$ cat src/verilog/flow_ctrl_defs.vh
/*
  Constants for the program-flow control block: opcodes of the flow
  operations, condition field layout and code points, stack geometry.
  Assumes it is included by bare name from the design and bench files.
*/
`ifndef FLOW_CTRL_DEFS_VH
`define FLOW_CTRL_DEFS_VH

`define STK_DEPTH 8
`define STK_PTR_W 4
`define PC_W 16
`define ACC_W 32
`define DATA_W 16

// Operation codes presented with OP_VALID_I
`define OP_W 4
`define OP_NONE 4'h0
`define OP_CALL 4'h1
`define OP_INTR 4'h2
`define OP_RET 4'h3
`define OP_PUSH_ACC 4'h4
`define OP_POP_ACC 4'h5
`define OP_PUSH_DMEM 4'h6
`define OP_POP_DMEM 4'h7
`define OP_BRANCH_ACC 4'h8
`define OP_COND_BRANCH 4'h9
`define OP_COND_BRANCH_DLY 4'hA
`define OP_COND_CALL 4'hB
`define OP_COND_CALL_DLY 4'hC
`define OP_COND_RET 4'hD
`define OP_COND_RET_DLY 4'hE
`define OP_COND_EXEC 4'hF

// Condition select: group fields packed into one word
`define CND_W 10
`define CND_G1_LSB 0
`define CND_G1_W 3
`define CND_G2_LSB 3
`define CND_G3_LSB 5
`define CND_G4_LSB 7
`define CND_G4_W 3
`define CND_G2_W 2
`define CND_G3_W 2

// Group 1: accumulator compare
`define G1_NONE 3'h0
`define G1_ZERO 3'h1
`define G1_NONZERO 3'h2
`define G1_NEG 3'h3
`define G1_NOTPOS 3'h4
`define G1_POS 3'h5
`define G1_NOTNEG 3'h6
// Group 2: overflow, group 3: carry
`define G2_NONE 2'h0
`define G2_NOOVF 2'h1
`define G2_OVF 2'h2
`define G3_NONE 2'h0
`define G3_NOCARRY 2'h1
`define G3_CARRY 2'h2
// Group 4: test flag or branch pin, one at most
`define G4_NONE 3'h0
`define G4_TC_CLR 3'h1
`define G4_TC_SET 3'h2
`define G4_PIN_LOW 3'h3

`endif

$ cat src/verilog/cond_eval.v
/*
  Combinational condition evaluator: every selected group must hold.
  Assumes all inputs come from logic on the core clock.
*/
`timescale 1ns/1ps
`include "flow_ctrl_defs.vh"

module cond_eval (
  input wire [`ACC_W-1:0] acc_i,
  input wire ovf_i,
  input wire carry_i,
  input wire tc_i,
  input wire pin_low_i,
  input wire [`CND_W-1:0] cnd_i,
  output reg pass_o,
  output reg bad_o
);
  wire [`CND_G1_W-1:0] g1 = cnd_i[`CND_G1_LSB +: `CND_G1_W];
  wire [`CND_G2_W-1:0] g2 = cnd_i[`CND_G2_LSB +: `CND_G2_W];
  wire [`CND_G3_W-1:0] g3 = cnd_i[`CND_G3_LSB +: `CND_G3_W];
  wire [`CND_G4_W-1:0] g4 = cnd_i[`CND_G4_LSB +: `CND_G4_W];
  wire is_zero = (acc_i == {`ACC_W{1'b0}});
  wire is_neg = acc_i[`ACC_W-1];
  reg c1;
  reg c2;
  reg c3;
  reg c4;

  always @* begin
    bad_o = 1'b0;
    case (g1)
      `G1_NONE: c1 = 1'b1;
      `G1_ZERO: c1 = is_zero;
      `G1_NONZERO: c1 = !is_zero;
      `G1_NEG: c1 = is_neg;
      `G1_NOTPOS: c1 = is_neg | is_zero;
      `G1_POS: c1 = !is_neg & !is_zero;
      `G1_NOTNEG: c1 = !is_neg;
      default: begin
        c1 = 1'b0;
        bad_o = 1'b1;
      end
    endcase
    case (g2)
      `G2_NONE: c2 = 1'b1;
      `G2_NOOVF: c2 = !ovf_i;
      `G2_OVF: c2 = ovf_i;
      default: begin
        c2 = 1'b0;
        bad_o = 1'b1;
      end
    endcase
    case (g3)
      `G3_NONE: c3 = 1'b1;
      `G3_NOCARRY: c3 = !carry_i;
      `G3_CARRY: c3 = carry_i;
      default: begin
        c3 = 1'b0;
        bad_o = 1'b1;
      end
    endcase
    // One field for flag or pin makes them mutually exclusive by encoding
    case (g4)
      `G4_NONE: c4 = 1'b1;
      `G4_TC_CLR: c4 = !tc_i;
      `G4_TC_SET: c4 = tc_i;
      `G4_PIN_LOW: c4 = pin_low_i;
      default: begin
        c4 = 1'b0;
        bad_o = 1'b1;
      end
    endcase
    pass_o = c1 & c2 & c3 & c4;
  end
endmodule // cond_eval

$ cat src/verilog/flow_ctrl.v
/*
  Program-flow control: eight-entry return stack, accumulator and data
  memory access to it, conditional transfers with delayed forms.
  Assumes the decoder presents one operation per OP_VALID_I pulse on CLK_I,
  flags come from core logic on CLK_I, and the branch pin is asynchronous.
*/
`timescale 1ns/1ps
`include "flow_ctrl_defs.vh"

module flow_ctrl (
  input wire CLK_I,
  input wire SYS_RST_I,
  input wire OP_VALID_I,
  input wire [`OP_W-1:0] OP_CODE_I,
  input wire [`CND_W-1:0] COND_SEL_I,
  input wire [`PC_W-1:0] TARGET_I,
  input wire [`PC_W-1:0] RET_PC_I,
  input wire [`ACC_W-1:0] ACC_I,
  input wire [`DATA_W-1:0] DMEM_RDATA_I,
  input wire OVF_I,
  input wire CARRY_I,
  input wire TC_I,
  input wire BRANCH_PIN_N_I,
  output wire PC_LOAD_O,
  output wire [`PC_W-1:0] PC_NEXT_O,
  output wire FLUSH_O,
  output wire EXEC_SKIP_O,
  output wire ACC_LOAD_O,
  output wire [`ACC_W-1:0] ACC_DATA_O,
  output wire DMEM_WE_O,
  output wire [`DATA_W-1:0] DMEM_WDATA_O,
  output wire COND_TRUE_O,
  output wire COND_BAD_O,
  output wire STK_OVF_O,
  output wire STK_UNF_O,
  output wire [`STK_PTR_W-1:0] STK_LEVEL_O
);
  reg [`PC_W-1:0] stk_ff [0:`STK_DEPTH-1];
  reg [`PC_W-1:0] nxt_stk [0:`STK_DEPTH-1];
  reg [`STK_PTR_W-1:0] level_ff;
  reg [`STK_PTR_W-1:0] nxt_level;
  reg pin_meta_ff;
  reg pin_low_ff;
  reg pc_load_ff;
  reg [`PC_W-1:0] pc_next_ff;
  reg flush_ff;
  reg skip_ff;
  reg acc_load_ff;
  reg [`ACC_W-1:0] acc_data_ff;
  reg dmem_we_ff;
  reg [`DATA_W-1:0] dmem_wdata_ff;
  reg cond_true_ff;
  reg cond_bad_ff;
  reg ovf_ff;
  reg unf_ff;
  reg nxt_pc_load;
  reg [`PC_W-1:0] nxt_pc_next;
  reg nxt_flush;
  reg nxt_skip;
  reg nxt_acc_load;
  reg [`ACC_W-1:0] nxt_acc_data;
  reg nxt_dmem_we;
  reg [`DATA_W-1:0] nxt_dmem_wdata;
  reg nxt_cond_true;
  reg nxt_cond_bad;
  reg nxt_ovf;
  reg nxt_unf;
  reg do_push;
  reg do_pop;
  reg [`PC_W-1:0] push_val;
  wire cond_pass;
  wire cond_bad;
  wire [`PC_W-1:0] top = stk_ff[0];
  integer k;

  function is_cond_op;
    input [`OP_W-1:0] op;
    begin
      is_cond_op = (op >= `OP_COND_BRANCH);
    end
  endfunction

  function is_delayed_op;
    input [`OP_W-1:0] op;
    begin
      is_delayed_op = (op == `OP_COND_BRANCH_DLY) || (op == `OP_COND_CALL_DLY) ||
                      (op == `OP_COND_RET_DLY);
    end
  endfunction

  // Branch pin is asynchronous: two flops before the evaluator sees it
  always @(posedge CLK_I or posedge SYS_RST_I) begin
    if (SYS_RST_I) begin
      pin_meta_ff <= 1'b0;
      pin_low_ff <= 1'b0;
    end else begin
      pin_meta_ff <= !BRANCH_PIN_N_I;
      pin_low_ff <= pin_meta_ff;
    end
  end

  cond_eval u_cond (
    .acc_i(ACC_I),
    .ovf_i(OVF_I),
    .carry_i(CARRY_I),
    .tc_i(TC_I),
    .pin_low_i(pin_low_ff),
    .cnd_i(COND_SEL_I),
    .pass_o(cond_pass),
    .bad_o(cond_bad)
  );

  always @* begin
    do_push = 1'b0;
    do_pop = 1'b0;
    push_val = RET_PC_I;
    nxt_pc_load = 1'b0;
    nxt_pc_next = pc_next_ff;
    nxt_flush = 1'b0;
    nxt_skip = 1'b0;
    nxt_acc_load = 1'b0;
    nxt_acc_data = acc_data_ff;
    nxt_dmem_we = 1'b0;
    nxt_dmem_wdata = dmem_wdata_ff;
    nxt_cond_true = cond_true_ff;
    nxt_cond_bad = cond_bad_ff;
    if (OP_VALID_I) begin
      if (is_cond_op(OP_CODE_I)) begin
        nxt_cond_true = cond_pass & !cond_bad;
        nxt_cond_bad = cond_bad;
      end
      case (OP_CODE_I)
        `OP_CALL, `OP_INTR: begin
          do_push = 1'b1;
          nxt_pc_load = 1'b1;
          nxt_pc_next = TARGET_I;
          nxt_flush = 1'b1;
        end
        `OP_RET: begin
          do_pop = 1'b1;
          nxt_pc_load = 1'b1;
          nxt_pc_next = top;
          nxt_flush = 1'b1;
        end
        `OP_PUSH_ACC: begin
          do_push = 1'b1;
          push_val = ACC_I[`PC_W-1:0];
        end
        `OP_POP_ACC: begin
          do_pop = 1'b1;
          nxt_acc_load = 1'b1;
          nxt_acc_data = {{(`ACC_W-`PC_W){1'b0}}, top};
        end
        `OP_PUSH_DMEM: begin
          do_push = 1'b1;
          push_val = DMEM_RDATA_I;
        end
        `OP_POP_DMEM: begin
          do_pop = 1'b1;
          nxt_dmem_we = 1'b1;
          nxt_dmem_wdata = top;
        end
        `OP_BRANCH_ACC: begin
          nxt_pc_load = 1'b1;
          nxt_pc_next = ACC_I[`PC_W-1:0];
          nxt_flush = 1'b1;
        end
        `OP_COND_BRANCH, `OP_COND_BRANCH_DLY: begin
          if (cond_pass && !cond_bad) begin
            nxt_pc_load = 1'b1;
            nxt_pc_next = TARGET_I;
            // Delayed form keeps the following words in the pipe
            nxt_flush = !is_delayed_op(OP_CODE_I);
          end
        end
        `OP_COND_CALL, `OP_COND_CALL_DLY: begin
          if (cond_pass && !cond_bad) begin
            do_push = 1'b1;
            nxt_pc_load = 1'b1;
            nxt_pc_next = TARGET_I;
            nxt_flush = !is_delayed_op(OP_CODE_I);
          end
        end
        `OP_COND_RET, `OP_COND_RET_DLY: begin
          if (cond_pass && !cond_bad) begin
            do_pop = 1'b1;
            nxt_pc_load = 1'b1;
            nxt_pc_next = top;
            nxt_flush = !is_delayed_op(OP_CODE_I);
          end
        end
        `OP_COND_EXEC: begin
          nxt_skip = !(cond_pass && !cond_bad);
        end
        default: begin
          nxt_pc_load = 1'b0;
        end
      endcase
    end
  end

  // Full stack on push drops the oldest entry; empty pop returns the stale
  // bottom word. Both raise sticky flags so software can detect misuse.
  always @* begin
    nxt_level = level_ff;
    nxt_ovf = ovf_ff;
    nxt_unf = unf_ff;
    for (k = 0; k < `STK_DEPTH; k = k + 1) begin
      nxt_stk[k] = stk_ff[k];
    end
    if (do_push) begin
      for (k = `STK_DEPTH-1; k > 0; k = k - 1) begin
        nxt_stk[k] = stk_ff[k-1];
      end
      nxt_stk[0] = push_val;
      if (level_ff == `STK_DEPTH) begin
        nxt_ovf = 1'b1;
      end else begin
        nxt_level = level_ff + 4'h1;
      end
    end else if (do_pop) begin
      for (k = 0; k < `STK_DEPTH-1; k = k + 1) begin
        nxt_stk[k] = stk_ff[k+1];
      end
      if (level_ff == 4'h0) begin
        nxt_unf = 1'b1;
      end else begin
        nxt_level = level_ff - 4'h1;
      end
    end
  end

  genvar g;
  generate
    for (g = 0; g < `STK_DEPTH; g = g + 1) begin : g_stk
      always @(posedge CLK_I or posedge SYS_RST_I) begin
        if (SYS_RST_I) begin
          stk_ff[g] <= 16'h0000;
        end else begin
          stk_ff[g] <= nxt_stk[g];
        end
      end
    end
  endgenerate

  always @(posedge CLK_I or posedge SYS_RST_I) begin
    if (SYS_RST_I) begin
      level_ff <= 4'h0;
      ovf_ff <= 1'b0;
      unf_ff <= 1'b0;
      pc_load_ff <= 1'b0;
      pc_next_ff <= 16'h0000;
      flush_ff <= 1'b0;
      skip_ff <= 1'b0;
      acc_load_ff <= 1'b0;
      acc_data_ff <= 32'h00000000;
      dmem_we_ff <= 1'b0;
      dmem_wdata_ff <= 16'h0000;
      cond_true_ff <= 1'b0;
      cond_bad_ff <= 1'b0;
    end else begin
      level_ff <= nxt_level;
      ovf_ff <= nxt_ovf;
      unf_ff <= nxt_unf;
      pc_load_ff <= nxt_pc_load;
      pc_next_ff <= nxt_pc_next;
      flush_ff <= nxt_flush;
      skip_ff <= nxt_skip;
      acc_load_ff <= nxt_acc_load;
      acc_data_ff <= nxt_acc_data;
      dmem_we_ff <= nxt_dmem_we;
      dmem_wdata_ff <= nxt_dmem_wdata;
      cond_true_ff <= nxt_cond_true;
      cond_bad_ff <= nxt_cond_bad;
    end
  end

  assign PC_LOAD_O = pc_load_ff;
  assign PC_NEXT_O = pc_next_ff;
  assign FLUSH_O = flush_ff;
  assign EXEC_SKIP_O = skip_ff;
  assign ACC_LOAD_O = acc_load_ff;
  assign ACC_DATA_O = acc_data_ff;
  assign DMEM_WE_O = dmem_we_ff;
  assign DMEM_WDATA_O = dmem_wdata_ff;
  assign COND_TRUE_O = cond_true_ff;
  assign COND_BAD_O = cond_bad_ff;
  assign STK_OVF_O = ovf_ff;
  assign STK_UNF_O = unf_ff;
  assign STK_LEVEL_O = level_ff;
endmodule // flow_ctrl

$ cat config.mk
export PLATFORM = sky130hd
export DESIGN_NAME = flow_ctrl
export DESIGN_NICKNAME = d
export VERILOG_FILES = /design/src/verilog/cond_eval.v /design/src/verilog/flow_ctrl.v
export VERILOG_INCLUDE_DIRS = /design/src /design/src/verilog
export SDC_FILE = /design/constraint.sdc
export NUM_CORES = 1
export LEC_CHECK = 0
export BUFFER_PORTS_ARGS = -buffer_cell sky130_fd_sc_hd__buf_2
export CAP_MARGIN = 10
export CORE_MARGIN = 2
export CORE_UTILIZATION = 30
export DETAILED_ROUTE_END_ITERATION = 6
export GPL_TIMING_DRIVEN = 0
export PLACE_DENSITY = 0.6
export SLEW_MARGIN = 20
export SYNTH_ARGS = -nofsm -noshare
export SYNTH_HDL_FRONTEND = slang
export SYNTH_SLANG_ARGS = --single-unit
$ cat constraint.sdc
create_clock -name CLK_I -period 12.6 [get_ports CLK_I]
set_input_delay 2.52 -clock CLK_I [delete_from_list [all_inputs] [get_ports CLK_I]]
set_output_delay 2.52 -clock CLK_I [all_outputs]
set_load 0.05 [all_outputs]
# == Word level (Yosys, flattened, before mapping) ==
# Index checks and enable logic that the tools add are counted.
# W data, S select, Z words.
# op_classes
add_sub_neg,2
magnitude_cmp,1
eq_ne,33
n_mux,35
bitwise_logic,7
n_reduce_logical,39
# op_table
op,n
$mux W112,2
$pmux W16 S5,1
$mux W16,3
$eq A4 B4 Y1 const B,9
$logic_not A32 Y1,1
$pmux W16 S2,1
$eq A4 B3 Y1 const B,4
$mux W1,16
$mux W4,4
$reduce_or A4 Y1,4
$eq A3 B2 Y1 const B,4
$eq A3 B3 Y1 const B,3
$logic_not A1 Y1,9
$reduce_or A3 Y1,3
$eq A4 B2 Y1 const B,2
$pmux W1 S2,4
$reduce_and A2 Y1,4
$pmux W1 S7,1
$reduce_or A7 Y1,1
$eq A3 B1 Y1 const B,2
$logic_not A3 Y1,2
$ne A2 B2 Y1 const B,3
$pmux W1 S3,2
$reduce_and A3 Y1,2
20 further kinds,30
# word_totals
reg_bits,191
input_bits,101
out_inout_bits,77
elab_cells,140

# == Longest topological paths before layout ==
# Gate-level depths: netlist (run 1).
# logic_depth
word_depth,13
mapped_depth,13
depth_no_buf,12

# == By module ==
# A second synthesis (run 1) with hierarchy kept.
# hier_totals
cells_unflattened,835
hier_area_um2,8898.5
# modules_own_cells
module,n_inst,cells_per_inst,area_per_inst_um2,seq_area_each_um2
flow_ctrl,1,808,8704.6,4779.6
cond_eval,1,27,193.9,0.0

# == Worst setup path after synthesis (run 1) ==
# No wires, ideal clock.
# synth_timing
kind,in2reg
startpoint,input COND_SEL_I[0]
endpoint,"register level_ff[3], in the netlist STK_LEVEL_O[3]"
setup_ns,0.116
arrival_ns,5.081
required_time_ns,12.484
path_slack_ns,7.403
stages,12
n_path_buf,1
path_cell_list,o211ai_1 -> o2111ai_1 -> a2111o_1 -> o31a_1 -> a211oi_2 -> inv_2 -> buf_2 -> ha_1 -> a21o_1 -> a21oi_1 -> mux2i_1 -> o311ai_0
# synth_via
elab_chain_len,13
elab_cells_between_ends,28
cone_classes,eq/ne (8); mux (11); bitwise (3); reduce/logical (6)
# synth_lines
element,line_no,source
start: declaration,flow_ctrl.v:15,"input wire [`CND_W-1:0] COND_SEL_I,"
$eq A3 B1 Y1 (tied with other cells),cond_eval.v:31,case (g1)
$reduce_or A7 Y1 (no source line),n/a,
$mux W1,cond_eval.v:31,
$mux W1,cond_eval.v:44,case (g2)
$mux W1,cond_eval.v:53,case (g3)
$mux W1,cond_eval.v:63,case (g4)
$logic_not A1 Y1,"flow_ctrl.v:177, flow_ctrl.v:185",
$logic_and A1 B1 Y1 (*),"flow_ctrl.v:177, flow_ctrl.v:185",
$mux W1 (*),"flow_ctrl.v:177, flow_ctrl.v:185",
$pmux W1 S2,flow_ctrl.v:132,case (OP_CODE_I)
$mux W1,flow_ctrl.v:127,if (OP_VALID_I) begin
$ne A2 B2 Y1 (no source line) / $reduce_bool A2 Y1 (equally long branches),n/a,
$reduce_and A3 Y1 (no source line),n/a,
end signal: assignment,flow_ctrl.v:262,level_ff <= nxt_level;
end: declaration,flow_ctrl.v:40,reg [`STK_PTR_W-1:0] level_ff;
# Every way passes the cells marked *; elsewhere a longest branch is shown, timed or not.
# A chain may end at the register's enable or synchronous reset.

# == Worst setup path after layout (run 1) ==
# layout_timing
startpoint,input ACC_I[3]
endpoint,"register level_ff[3], in the netlist STK_LEVEL_O[3]"
# layout_via
elab_chain_len,13
elab_cells_between_ends,19
cone_classes,eq/ne (2); mux (7); bitwise (5); reduce/logical (5)
# layout_lines
element,line_no,source
start: declaration,flow_ctrl.v:18,"input wire [`ACC_W-1:0] ACC_I,"
$logic_not A32 Y1 (*),cond_eval.v:22,wire is_zero = (acc_i == {`ACC_W{1'b0}});
$logic_not A1 Y1,"cond_eval.v:34, cond_eval.v:37",
$and A1 B1 Y1,cond_eval.v:37,`G1_POS: c1 = !is_neg & !is_zero;
$pmux W1 S7 (*),cond_eval.v:31,
$and A1 B1 Y1 (*) (3 in a row),cond_eval.v:73,pass_o = c1 & c2 & c3 & c4;
$logic_and A1 B1 Y1 (*),"flow_ctrl.v:177, flow_ctrl.v:185",
$mux W1 (*),"flow_ctrl.v:177, flow_ctrl.v:185",
$pmux W1 S2,flow_ctrl.v:132,
$mux W1,flow_ctrl.v:127,
$ne A2 B2 Y1 (no source line) / $reduce_bool A2 Y1 (equally long branches),n/a,
$reduce_and A3 Y1 (no source line),n/a,
# Marks and branches as above.

==> run metrics, run 1 <==
clock-pin slew on the worst setup and hold paths=around 80 ps; clock tree buffer depth=2; dominant cells by area after synthesis=sky130_fd_sc_hd__dfrtp_1 54%, sky130_fd_sc_hd__a22oi_1 8.1%, sky130_fd_sc_hd__o21ai_0 5.2%, sky130_fd_sc_hd__inv_1 5.0%, sky130_fd_sc_hd__mux2i_1 3.9%; buffer type at the clock tree root=sky130_fd_sc_hd__clkbuf_16; data required time at the worst endpoint=12930 ps; number of rows in the core area=63; worst slack on hold paths=355 ps; normalized max-slew margin=0.333; Core Footprint=0.0294 sq mm; Fin Clk Skew=around 12 ps; total detailed-routing wirelength=24.9 mm; worst hold path startpoint=pin_meta_ff$_DFF_PP0_; post-layout instance area=0.0109 sq mm; type of element capturing the critical path=flop; antenna violations before repair=0; routed via count divided by cell count=4.98; Post-Place Worst Slack=6480 ps; post-synthesis async set-or-reset flop share=1.00; area enclosed by the die boundary=between 0.03 and 0.04 sq mm; final critical-path share of the clock period=0.446; total of cells resized after clock tree synthesis=0; number of hold buffers added after CTS=0; number of instances on the worst hold path=0; worst IR drop on VDD=about 0.14 mV; RSZ-0062 raised after global routing=false; count leader, synth=sky130_fd_sc_hd__dfrtp_1; synthesized cell area=0.00890 sq mm; Die Width=176 um; Total Neg Setup Slack=0 ps; residual overflow from global routing=0; insertion delay to the later sink of the worst-skew pair=450 ps; min cycle time layout=5620 ps; number of standard cells after synthesis=approximately 860; PD cells=202 mW/mm^2; Hold Fails Final Rpt=0; highest clock frequency the design can meet=178 MHz; post-place instance area=0.0103 sq mm; critical path start-end classification=in -> reg; number of endpoints failing setup at the final stage=0; total count of max-transition violations in the final report=0; starting utilization of the core area=0.303; Worst Slack Setup Final=6980 ps; Antenna Diode Count=0; max-cap viol count=0; Wirelength per Cell=~17 um; critical path startpoint category=input port; part of the Yosys area used for sequential elements=0.537; post-synthesis register bit count=191; most instantiated cells after synthesis=191 x sky130_fd_sc_hd__dfrtp_1, 118 x sky130_fd_sc_hd__inv_1, 96 x sky130_fd_sc_hd__a22oi_1; first-pass detailed-route iteration total=6; die extent in y=176 um; clock tree from TritonCTS=yes; top cell type's share of synthesized area=0.537; CTS buffer count=17; Post-layout nets=1163; mean cell area of the mapped netlist=10.3 sq um; GPL Wtd Cong=0.863; worst reg-to-reg path cell count=12; vias=approximately 7300; standby leakage power=5.24 nW; post-synthesis cell type with the largest combined area=sky130_fd_sc_hd__dfrtp_1; wire length of the first global-routing pass=40.2 mm; area added between synthesis and finish=22.8%; worst r2r src=pin_low_ff$_DFF_PP0_; number of different library cells in the post-synthesis netlist=55; largest net degree at the start of global routing=104; DP HPWL=19.0 mm; Worst Max-Slew Pin Slew=around 1000 ps; violation count after the first detailed-route iteration=approximately 540; Boundary Pins=about 180; GRT Total Usage=0.164; top_reg_cell synth=sky130_fd_sc_hd__dfrtp_1; setup fix buffers added after clock tree synthesis=0; internal reg-to-reg setup slack=9210 ps; path type of the worst min-delay path=reg -> reg; clock sinks=191; R2R Path End=STK_LEVEL_O[3]$_DFFE_PP0P_; destination of the worst hold path=pin_low_ff$_DFF_PP0_; number of global-route vias before repair=7196; arrival time of data at the critical path endpoint=between 5000 and 6000 ps; crit-path max FO=12; DRC violation count after routing=0; Yosys warning total=0; status=finished clean; input/output buffers=160; ratio of cells with drive above 1 in the final layout=0.261; residual antenna-violating net count after detailed routing=0; H-tree lvl count=4; number of enable-type register cells in the synthesized netlist=0
[metal layers]
layer / share of wire / GRT usage
met5: 0 / 0
met4: 0.028 / 0.0647
met3: 0.062 / 0.0377
met2: 0.48 / 0.273
met1: 0.43 / 0.207
[report_power, final]
group / switching, W / leakage [nW] / internal [W]
registers: 0.000189 / 2.42 / 0.000829
clock network: 0.000277 / 0.298 / 0.000271
logic: 0.000428 / 2.52 / 0.000213
[final cells by class]
type | instances | area, sq um
Inverter | 121 | 462
Sequential cell | 191 | 4780
Clock buffer | 17 | 425
Fill cell | 2913 | 18500
Clock inverter | 15 | 191
Tap cell | 390 | 488
Timing Repair Buffer | 162 | 856
Multi-Input combinational cell | 496 | 3360
Buffer | 70 | 373
[cells in the final DEF (no fill, tap or decap), types with 6 or more instances in the layout]
| cell type | netlist | layout |
|---|---|---|
| sky130_fd_sc_hd__nand2_1 | 58 | 58 |
| sky130_fd_sc_hd__mux2i_1 | 35 | 35 |
| sky130_fd_sc_hd__o21ai_0 | 93 | 93 |
| sky130_fd_sc_hd__nor2_1 | 17 | 17 |
| sky130_fd_sc_hd__clkinv_8 | 0 | 7 |
| sky130_fd_sc_hd__a221o_1 | 8 | 8 |
| sky130_fd_sc_hd__clkbuf_16 | 0 | 17 |
| sky130_fd_sc_hd__dfrtp_1 | 191 | 191 |
| sky130_fd_sc_hd__a222oi_1 | 16 | 16 |
| sky130_fd_sc_hd__clkbuf_1 | 24 | 24 |
| sky130_fd_sc_hd__conb_1 | 1 | 16 |
| sky130_fd_sc_hd__buf_4 | 21 | 21 |
| sky130_fd_sc_hd__a21oi_1 | 22 | 22 |
| sky130_fd_sc_hd__o21ai_1 | 11 | 11 |
| sky130_fd_sc_hd__a22oi_1 | 96 | 96 |
| sky130_fd_sc_hd__mux2_2 | 31 | 31 |
| sky130_fd_sc_hd__a211oi_1 | 6 | 6 |
| sky130_fd_sc_hd__buf_2 | 25 | 185 |
| sky130_fd_sc_hd__a22o_1 | 16 | 16 |
| sky130_fd_sc_hd__nor3_1 | 8 | 7 |
| sky130_fd_sc_hd__nor4_1 | 8 | 8 |
| sky130_fd_sc_hd__inv_1 | 118 | 117 |
[how the worst max path moves through the flow]
stage	startpoint	end	slack (ps)
floorplan	SYS_RST_I	ACC_DATA_O[0]$_DFFE_PP0P_	4880
global placement	SYS_RST_I	DMEM_WDATA_O[7]$_DFFE_PP0P_	2510
detailed placement	ACC_I[3]	STK_LEVEL_O[3]$_DFFE_PP0P_	6480
CTS	ACC_I[3]	STK_LEVEL_O[3]$_DFFE_PP0P_	6960
global route	ACC_I[3]	STK_LEVEL_O[3]$_DFFE_PP0P_	6660
finish	ACC_I[3]	STK_LEVEL_O[3]$_DFFE_PP0P_	6980
[logic make-up after synthesis]
group / Yosys count / synth area share
AO/OA/AOI/OAI: 291 / 0.221
flip-flops: 191 / 0.537
buffers and inverters: 191 / 0.0929
AND/OR/NAND/NOR: 116 / 0.0600
multiplexers: 69 / 0.0824
adder cells (fa/ha/maj): 3 / 0.00506
other: 1 / 0.000421
XOR/XNOR: 1 / 0.000984
[sequential cells by signal (all words and copies together), names as in the netlist, 4 cells and up]
| signal | cells |
|---|---|
| top | 16 |
| ACC_DATA_O | 16 |
| PC_NEXT_O | 16 |
| STK_LEVEL_O | 4 |
| stk_ff | 112 |
| DMEM_WDATA_O | 16 |
[worst max-delay path, stage by stage]
cell and delay, ps:
sky130_fd_sc_hd__buf_2 120, sky130_fd_sc_hd__nor4_1 460, sky130_fd_sc_hd__nand4_1 370, sky130_fd_sc_hd__a2bb2oi_1 240, sky130_fd_sc_hd__o31a_1 330, sky130_fd_sc_hd__a211oi_2 290
sky130_fd_sc_hd__inv_2 160, sky130_fd_sc_hd__buf_2 280, sky130_fd_sc_hd__ha_1 320, sky130_fd_sc_hd__a21o_1 170, sky130_fd_sc_hd__a21oi_1 280, sky130_fd_sc_hd__mux2i_1 120
sky130_fd_sc_hd__o311ai_0 260
[per-stage QoR]
| stage | util | instances | power, W |
|---|---|---|---|
| after floorplan | - | 878 | 0.00146 |
| after global placement | 0.348 | 1428 | 0.00165 |
| after detailed placement | 0.351 | 1430 | 0.00167 |
| after CTS | 0.372 | 1462 | 0.00223 |
| after global routing | 0.372 | 1462 | 0.00234 |
| final | 0.372 | 1462 | 0.00221 |
Power figures use the tool's default switching activity.
==> run 2, diff against run 1 <==
- ABC_AREA: not set -> 1
- clock period: 12.6 -> 5.25 ns (I/O delays scaled with it)
==> run metrics, run 2 <==
min cycle time layout=3540 ps; residual overflow from global routing=0 (unchanged); DP HPWL=21.0 mm (+11%); Worst Max-Slew Pin Slew=613 ps (-379 ps); routed via count divided by cell count=4.72 (-5.2%); Finished Core Util=0.376 (+0.00375); Core Footprint=0.0296 sq mm (+0.80%); area added between synthesis and finish=23.1%; GRT Total Usage=0.173 (+0.00878); critical path start-end classification=in -> reg; clock sinks=191 (unchanged); largest delay contributor family on the critical path=simple AND/OR/NAND/NOR gates; relative contribution of combinational cells to total power=0.298 (+0.007); H-tree lvl count=4 (unchanged); post-synthesis async set-or-reset flop share=1.00 (unchanged); share of total power in sequential cells=0.448 (-0.013); highest-count cells in the layout ignoring fill and taps=388 x sky130_fd_sc_hd__nand2_1, 191 x sky130_fd_sc_hd__dfrtp_1, 188 x sky130_fd_sc_hd__buf_2, 86 x sky130_fd_sc_hd__nand3_1, 80 x sky130_fd_sc_hd__nor2_1; CTS buffer count=17 (unchanged); number of hold buffers added after CTS=0 (unchanged); multi-input logic area=0.00358 sq mm (+6.7%); violation count after the first detailed-route iteration=485 (-11%); buffer type at the clock tree root=sky130_fd_sc_hd__clkbuf_16; Clk pwr share=0.254 (+0.006); wire length of the first global-routing pass=42.2 mm (+5.0%); GPL Wtd Cong=0.857 (-0.76%); top cell type's share of synthesized area=0.529 (-0.00832); post-synthesis register bit count=191 (unchanged); insertion delay to the later sink of the worst-skew pair=450 ps (about the same); PD cells=467 mW/mm^2 (+130%); register bank with the most flops=stk_ff; number of rows in the core area=63 (unchanged); post-place instance area=0.0105 sq mm (+2.2%); internal reg-to-reg setup slack=2690 ps (-6520 ps); critical path startpoint category=input port; internal power of the cells=0.00315 W (+140%); number of different library cells in the post-synthesis netlist=41 (-25%); synthesized cell area=0.00904 sq mm (+1.6%); arrival time of data at the critical path endpoint=3870 ps (-2080 ps); post-synthesis cell type with the largest combined area=sky130_fd_sc_hd__dfrtp_1; path type of the worst min-delay path=reg -> reg; part of the Yosys area used for sequential elements=0.529 (-0.00832); Die Width=178 um (+0.77%); dominant cells by area after synthesis=sky130_fd_sc_hd__dfrtp_1 53%, sky130_fd_sc_hd__nand2_1 16%, sky130_fd_sc_hd__nand3_1 4.8%, sky130_fd_sc_hd__o211ai_1 4.2%, sky130_fd_sc_hd__nor2_1 3.3%; Wirelength per Cell=15.9 um (-6.5%); standby leakage power=5.46 nW (+4.3%); worst IR drop on VDD=0.210 mV (+53%); clock tree buffer depth=2 (unchanged); number of global-route vias before repair=7811 (+8.5%); highest clock frequency the design can meet=between 200 and 300 MHz; starting utilization of the core area=0.305 (+0.00231); critical path's slowest cell=sky130_fd_sc_hd__ha_1; die extent in y=178 um (+0.77%); Total Neg Setup Slack=0 ps (unchanged); Filler Cell Count=3028 (+3.9%); fraction of power spent switching nets=0.394 (-0.0117); first-pass detailed-route iteration total=5 (-1); mean cell area of the mapped netlist=8.25 sq um (-20%); normalized max-slew margin=0.590 (+0.257); switching component of the power=0.00205 W (+130%); max reg flops=112 (unchanged); vias=8016 (+10%); clock-pin slew on the worst setup and hold paths=70 ps (about the same); total detailed-routing wirelength=27.0 mm (+8.6%); setup fix buffers added after clock tree synthesis=0 (unchanged); total of cells resized after clock tree synthesis=0 (unchanged); data required time at the worst endpoint=5580 ps (-7350 ps); antenna violations before repair=0 (unchanged); Boundary Pins=178 (unchanged); number of enable-type register cells in the synthesized netlist=0 (unchanged); Fin Clk Skew=13.5 ps (+1.57 ps); residual antenna-violating net count after detailed routing=0 (unchanged); Antenna Diode Count=0 (unchanged); ratio of cells with drive above 1 in the final layout=0.209 (-0.0526); type of element capturing the critical path=flop; largest net degree at the start of global routing=34 (-67%); final critical-path share of the clock period=0.675; Critical path buffers and inverters=5 (+2); most common library cell in the layout ignoring fill and taps=sky130_fd_sc_hd__nand2_1; Post-layout nets=1401 (+20%); most instantiated cells after synthesis=388 x sky130_fd_sc_hd__nand2_1, 191 x sky130_fd_sc_hd__dfrtp_1, 86 x sky130_fd_sc_hd__nand3_1; Yosys warning total=0 (unchanged); RSZ-0062 raised after global routing=false; total area of sequential cells=0.00478 sq mm (unchanged); post-layout instance area=0.0111 sq mm (+1.8%); Hold Fails Final Rpt=0 (unchanged); clock tree from TritonCTS=yes; number of endpoints failing setup at the final stage=0 (unchanged); count leader, synth=sky130_fd_sc_hd__nand2_1; CP peak stage delay=330 ps (-130 ps); top_reg_cell synth=sky130_fd_sc_hd__dfrtp_1; critical path's most frequent cell=sky130_fd_sc_hd__nand2_1; area enclosed by the die boundary=0.0315 sq mm (+1.5%); max-cap viol count=0 (unchanged); total count of max-transition violations in the final report=0 (unchanged); status=finished clean; crit-path max FO=12 (unchanged); number of standard cells after synthesis=1096 (+27%); DRC violation count after routing=0 (unchanged); input/output buffers=160 (unchanged)
==> run 2: routing by layer <==
layer	global-route usage	wire, um
met3	0.0319	1590
met1	0.210	11500
met2	0.302	13200
met4	0.0676	722
met5	0	0
==> run 2: worst reg2reg max path: stages (launching register included) <==
cell	delay, ps
sky130_fd_sc_hd__dfrtp_1	320
sky130_fd_sc_hd__a21oi_1	70
sky130_fd_sc_hd__nor3_2	300
sky130_fd_sc_hd__nand3_2	120
sky130_fd_sc_hd__nand2_2	100
sky130_fd_sc_hd__nand2_2	110
sky130_fd_sc_hd__buf_4	200
sky130_fd_sc_hd__buf_2	220
sky130_fd_sc_hd__ha_1	350
sky130_fd_sc_hd__nand2_1	80
sky130_fd_sc_hd__nand2_1	50
sky130_fd_sc_hd__a31oi_1	190
sky130_fd_sc_hd__inv_1	60
sky130_fd_sc_hd__nand3_1	80
sky130_fd_sc_hd__nand2_1	70
sky130_fd_sc_hd__nand4_1	80
sky130_fd_sc_hd__nand2_1	60
==> run 2: layout make-up <==
type                            count  area share
Sequential cell                   191       0.429
Multi-Input combinational cell    767       0.322
Timing Repair Buffer              167      0.0859
Tap cell                          390      0.0438
Clock buffer                       19      0.0389
Buffer                             71      0.0382
Inverter                           82      0.0282
Clock inverter                     12      0.0136
==> run 2: per-stage QoR <==
step | hold slack [ps] | total power (W) | setup slack [ps] | cells
4_1_cts | 353 | 0.00523 | 1650 | 1699
3_3_place_gp | 339 | 0.00385 | 393 | 1661
5_1_grt | 368 | 0.00550 | 1420 | 1699
3_5_place_dp | 338 | 0.00390 | 1190 | 1668
2_1_floorplan | 331 | 0.00341 | 1740 | 1111
6_report | 350 | 0.00519 | 1710 | 1699
==> run 2: cell families after synthesis <==
family,share of synthesized area
buffers and inverters,0.0814
AND/OR/NAND/NOR,0.257
AO/OA/AOI/OAI,0.125
adder cells (fa/ha/maj),0.00498
other,0.000415
XOR/XNOR,0.00194
flip-flops,0.529
==> run 2: path summary, 6_finish.rpt <==
check	startpoint	to	depth (start not counted)
worst max-delay path	ACC_I[5]	STK_LEVEL_O[3]$_DFFE_PP0P_	25
worst min-delay path	pin_meta_ff$_DFF_PP0_	pin_low_ff$_DFF_PP0_	0
worst max register to register	pin_low_ff$_DFF_PP0_	STK_LEVEL_O[3]$_DFFE_PP0P_	16
worst min register to register	pin_meta_ff$_DFF_PP0_	pin_low_ff$_DFF_PP0_	0
max in group asynchronous	SYS_RST_I	ACC_DATA_O[6]$_DFFE_PP0P_	8
min in group asynchronous	SYS_RST_I	STK_LEVEL_O[1]$_DFFE_PP0P_	2
==> run 2: power by group through the flow <==
stage	logic [W]	clock network, W	registers [W]
floorplan	0.000703	0	0.00271
global placement	0.00151	0	0.00234
detailed placement	0.00156	0	0.00235
CTS	0.00156	0.00135	0.00232
global route	0.00171	0.00140	0.00239
finish	0.00155	0.00132	0.00233
==> run 3, diff against run 2 <==
- ABC_AREA: 1 -> 0
- clock period: 5.25 -> 3.3 ns (I/O delays scaled with it)
==> run metrics, run 3 (synthesized netlist as in run 1, its figures left out) <==
status=finished clean; post-layout instance area=0.0111 sq mm (-0.65%); ratio of cells with drive above 1 in the final layout=0.272 (+0.0630); vias=7205 (-10%); Fin Clk Skew=14.4 ps (+0.967 ps); die extent in y=176 um (-0.76%); clock-pin slew on the worst setup and hold paths=80 ps (about the same); number of rows in the core area=63 (unchanged); fraction of power spent switching nets=0.404 (+0.0107); H-tree lvl count=4 (unchanged); most common library cell in the layout ignoring fill and taps=sky130_fd_sc_hd__dfrtp_1; clock tree buffer depth=2 (unchanged); post-place instance area=0.0104 sq mm (-1.2%); crit-path max FO=19 (+7); residual antenna-violating net count after detailed routing=0 (unchanged); share of total power in sequential cells=0.464 (+0.016); Total Power=0.00843 W (+62%); Wirelength per Cell=16.9 um (+6.1%); wire length of the first global-routing pass=39.9 mm (-5.4%); worst IR drop on VDD=0.382 mV (+82%); antenna violations before repair=0 (unchanged); total placed cells including tap cells=1436 (-14%); Antenna Diode Count=0 (unchanged); residual overflow from global routing=0 (unchanged); normalized max-slew margin=0.457 (-0.132); Core Footprint=0.0294 sq mm (-0.80%); arrival time of data at the critical path endpoint=3510 ps (-360 ps); highest clock frequency the design can meet=between 300 and 400 MHz; Crit. Startpoint=ACC_I[3]; Die Width=176 um (-0.76%); routed via count divided by cell count=4.90 (+4.0%); number of endpoints failing setup at the final stage=0 (unchanged); relative contribution of combinational cells to total power=0.294 (-0.004); worst r2r src=pin_low_ff$_DFF_PP0_; internal power of the cells=0.00502 W (+59%); critical path startpoint category=input port; first-pass detailed-route iteration total=6 (+1); CTS buffer count=17 (unchanged); Hold Fails Final Rpt=0 (unchanged); total count of max-transition violations in the final report=0 (unchanged); path type of the worst min-delay path=in -> async; switching component of the power=0.00341 W (+67%); Post-layout nets=1170 (-16%); register bank with the most flops=stk_ff; standby leakage power=5.28 nW (-3.3%); largest net degree at the start of global routing=34 (unchanged); critical path start-end classification=in -> reg; number of cells in the finished layout apart from fillers=1469 (-14%); clock tree from TritonCTS=yes; critical path's slowest cell=sky130_fd_sc_hd__o31a_1; Clk pwr share=0.243 (-0.011); number of global-route vias before repair=7063 (-9.6%); CP cell instances=buf_2, nor4_2, nand4_1, buf_4, a2bb2oi_1, o31a_1, a211oi_4, inv_6, ha_1, a21o_1, a21oi_2, mux2i_1, o311ai_1; GRT Total Usage=0.163 (-0.0103); Worst Max-Slew Pin Slew=807 ps (+194 ps); Boundary Pins=178 (unchanged); clock sinks=191 (unchanged); DP HPWL=19.4 mm (-7.4%); GPL Wtd Cong=0.853 (-0.44%); starting utilization of the core area=0.303 (-0.00231); CP peak stage delay=360 ps (+30 ps); number of hold buffers added after CTS=0 (unchanged); RSZ-0062 raised after global routing=true; DRC violation count after routing=0 (unchanged); PD cells=762 mW/mm^2 (+63%); buffer type at the clock tree root=sky130_fd_sc_hd__clkbuf_16; highest-count cells in the layout ignoring fill and taps=191 x sky130_fd_sc_hd__dfrtp_1, 184 x sky130_fd_sc_hd__buf_2, 117 x sky130_fd_sc_hd__inv_1, 96 x sky130_fd_sc_hd__a22oi_1, 93 x sky130_fd_sc_hd__o21ai_0; worst slack on hold paths=170 ps (-180 ps); data required time at the worst endpoint=3630 ps (-1950 ps); type of element capturing the critical path=flop; min cycle time layout=3180 ps; max reg flops=112 (unchanged); max-cap viol count=0 (unchanged); total detailed-routing wirelength=24.8 mm (-8.3%); final critical-path share of the clock period=0.963; insertion delay to the later sink of the worst-skew pair=430 ps (-20 ps); input/output buffers=160 (unchanged); area enclosed by the die boundary=0.0311 sq mm (-1.5%); violation count after the first detailed-route iteration=575 (+19%); area added between synthesis and finish=24.2%
[run 3: cell types whose count changed in the layout (fill, tap and decap cells not counted), sizes merged, moves of 14 or more]
cell    before  now
nand2      395   58
nand3       87    5
a22oi       16   96
nor2        84   17
o21ai       45  105
o211ai      50    2
inv         85  127
mux2i        0   35
mux2         0   34
a222oi       0   16
a31oi       17    2
a22o         2   16
[run 3: stage by stage]
| step | util | setup WS [ps] | setup TNS, ps |
|---|---|---|---|
| global placement | 0.349 | -1120 | -247990 |
| CTS | 0.375 | 5.80 | 0 |
| detailed placement | 0.354 | -954 | -37340 |
| floorplan | - | 20.4 | 0 |
| finish | 0.376 | 121 | 0 |
| global route | 0.376 | -19.9 | -19.9 |
[run 3: metal layers]
| metal | global-route usage | vias to the layer above | part of all wire |
|---|---|---|---|
| met1 | 0.217 | 3472 | 0.44 |
| met5 | 0 | - | 0 |
| met3 | 0.0299 | 27 | 0.057 |
| li1 | - | 3468 | - |
| met4 | 0.0558 | 0 | 0.021 |
| met2 | 0.266 | 238 | 0.48 |
[run 3: area by class of cell]
| class | instances | area, sq um |
|---|---|---|
| sequential | 191 | 4780 |
| clock buffer | 17 | 425 |
| fill | 2913 | 18300 |
| buffer | 69 | 368 |
| clock inverter | 15 | 165 |
| timing repair buffer | 170 | 971 |
| multi-input combinational | 496 | 3400 |
| tap | 390 | 488 |
| inverter | 121 | 463 |
[run 3: final timing paths]
kind | endpoint | slack, ps | cells past startpoint
setup / recovery | STK_LEVEL_O[3]$_DFFE_PP0P_ | 120 | 13
hold / removal | pin_meta_ff$_DFF_PP0_ | 170 | 2
setup reg to reg | STK_LEVEL_O[3]$_DFFE_PP0P_ | 290 | 11
hold reg to reg | pin_low_ff$_DFF_PP0_ | 360 | 0
max in group asynchronous | top[0]$_DFFE_PP0P_ | 2250 | 5
min in group CLK_I | pin_meta_ff$_DFF_PP0_ | 360 | 2
[run 3: power groups by stage]
| stage | Sequential [W] | Combinational (W) | Clock, W |
|---|---|---|---|
| after floorplan | 0.00449 | 0.00107 | 0 |
| after global placement | 0.00391 | 0.00240 | 0 |
| after detailed placement | 0.00393 | 0.00248 | 0 |
| after CTS | 0.00390 | 0.00249 | 0.00208 |
| after global routing | 0.00403 | 0.00271 | 0.00217 |
| final | 0.00391 | 0.00247 | 0.00205 |
[run 3: repair_timing]
action,4_1_cts,5_1_grt
setup endpoints to repair,39,51
pin swaps,1,2
buffers inserted,1,1
cloned,0,0
gates resized for setup,3,6
[run 3: worst max-delay path, delay by kind of cell]
kind | cells | cell delay [ps]
compound gates | 6 | 1470
simple gates | 2 | 480
mux | 1 | 100
buf+inv | 3 | 470
fa+ha+maj | 1 | 310
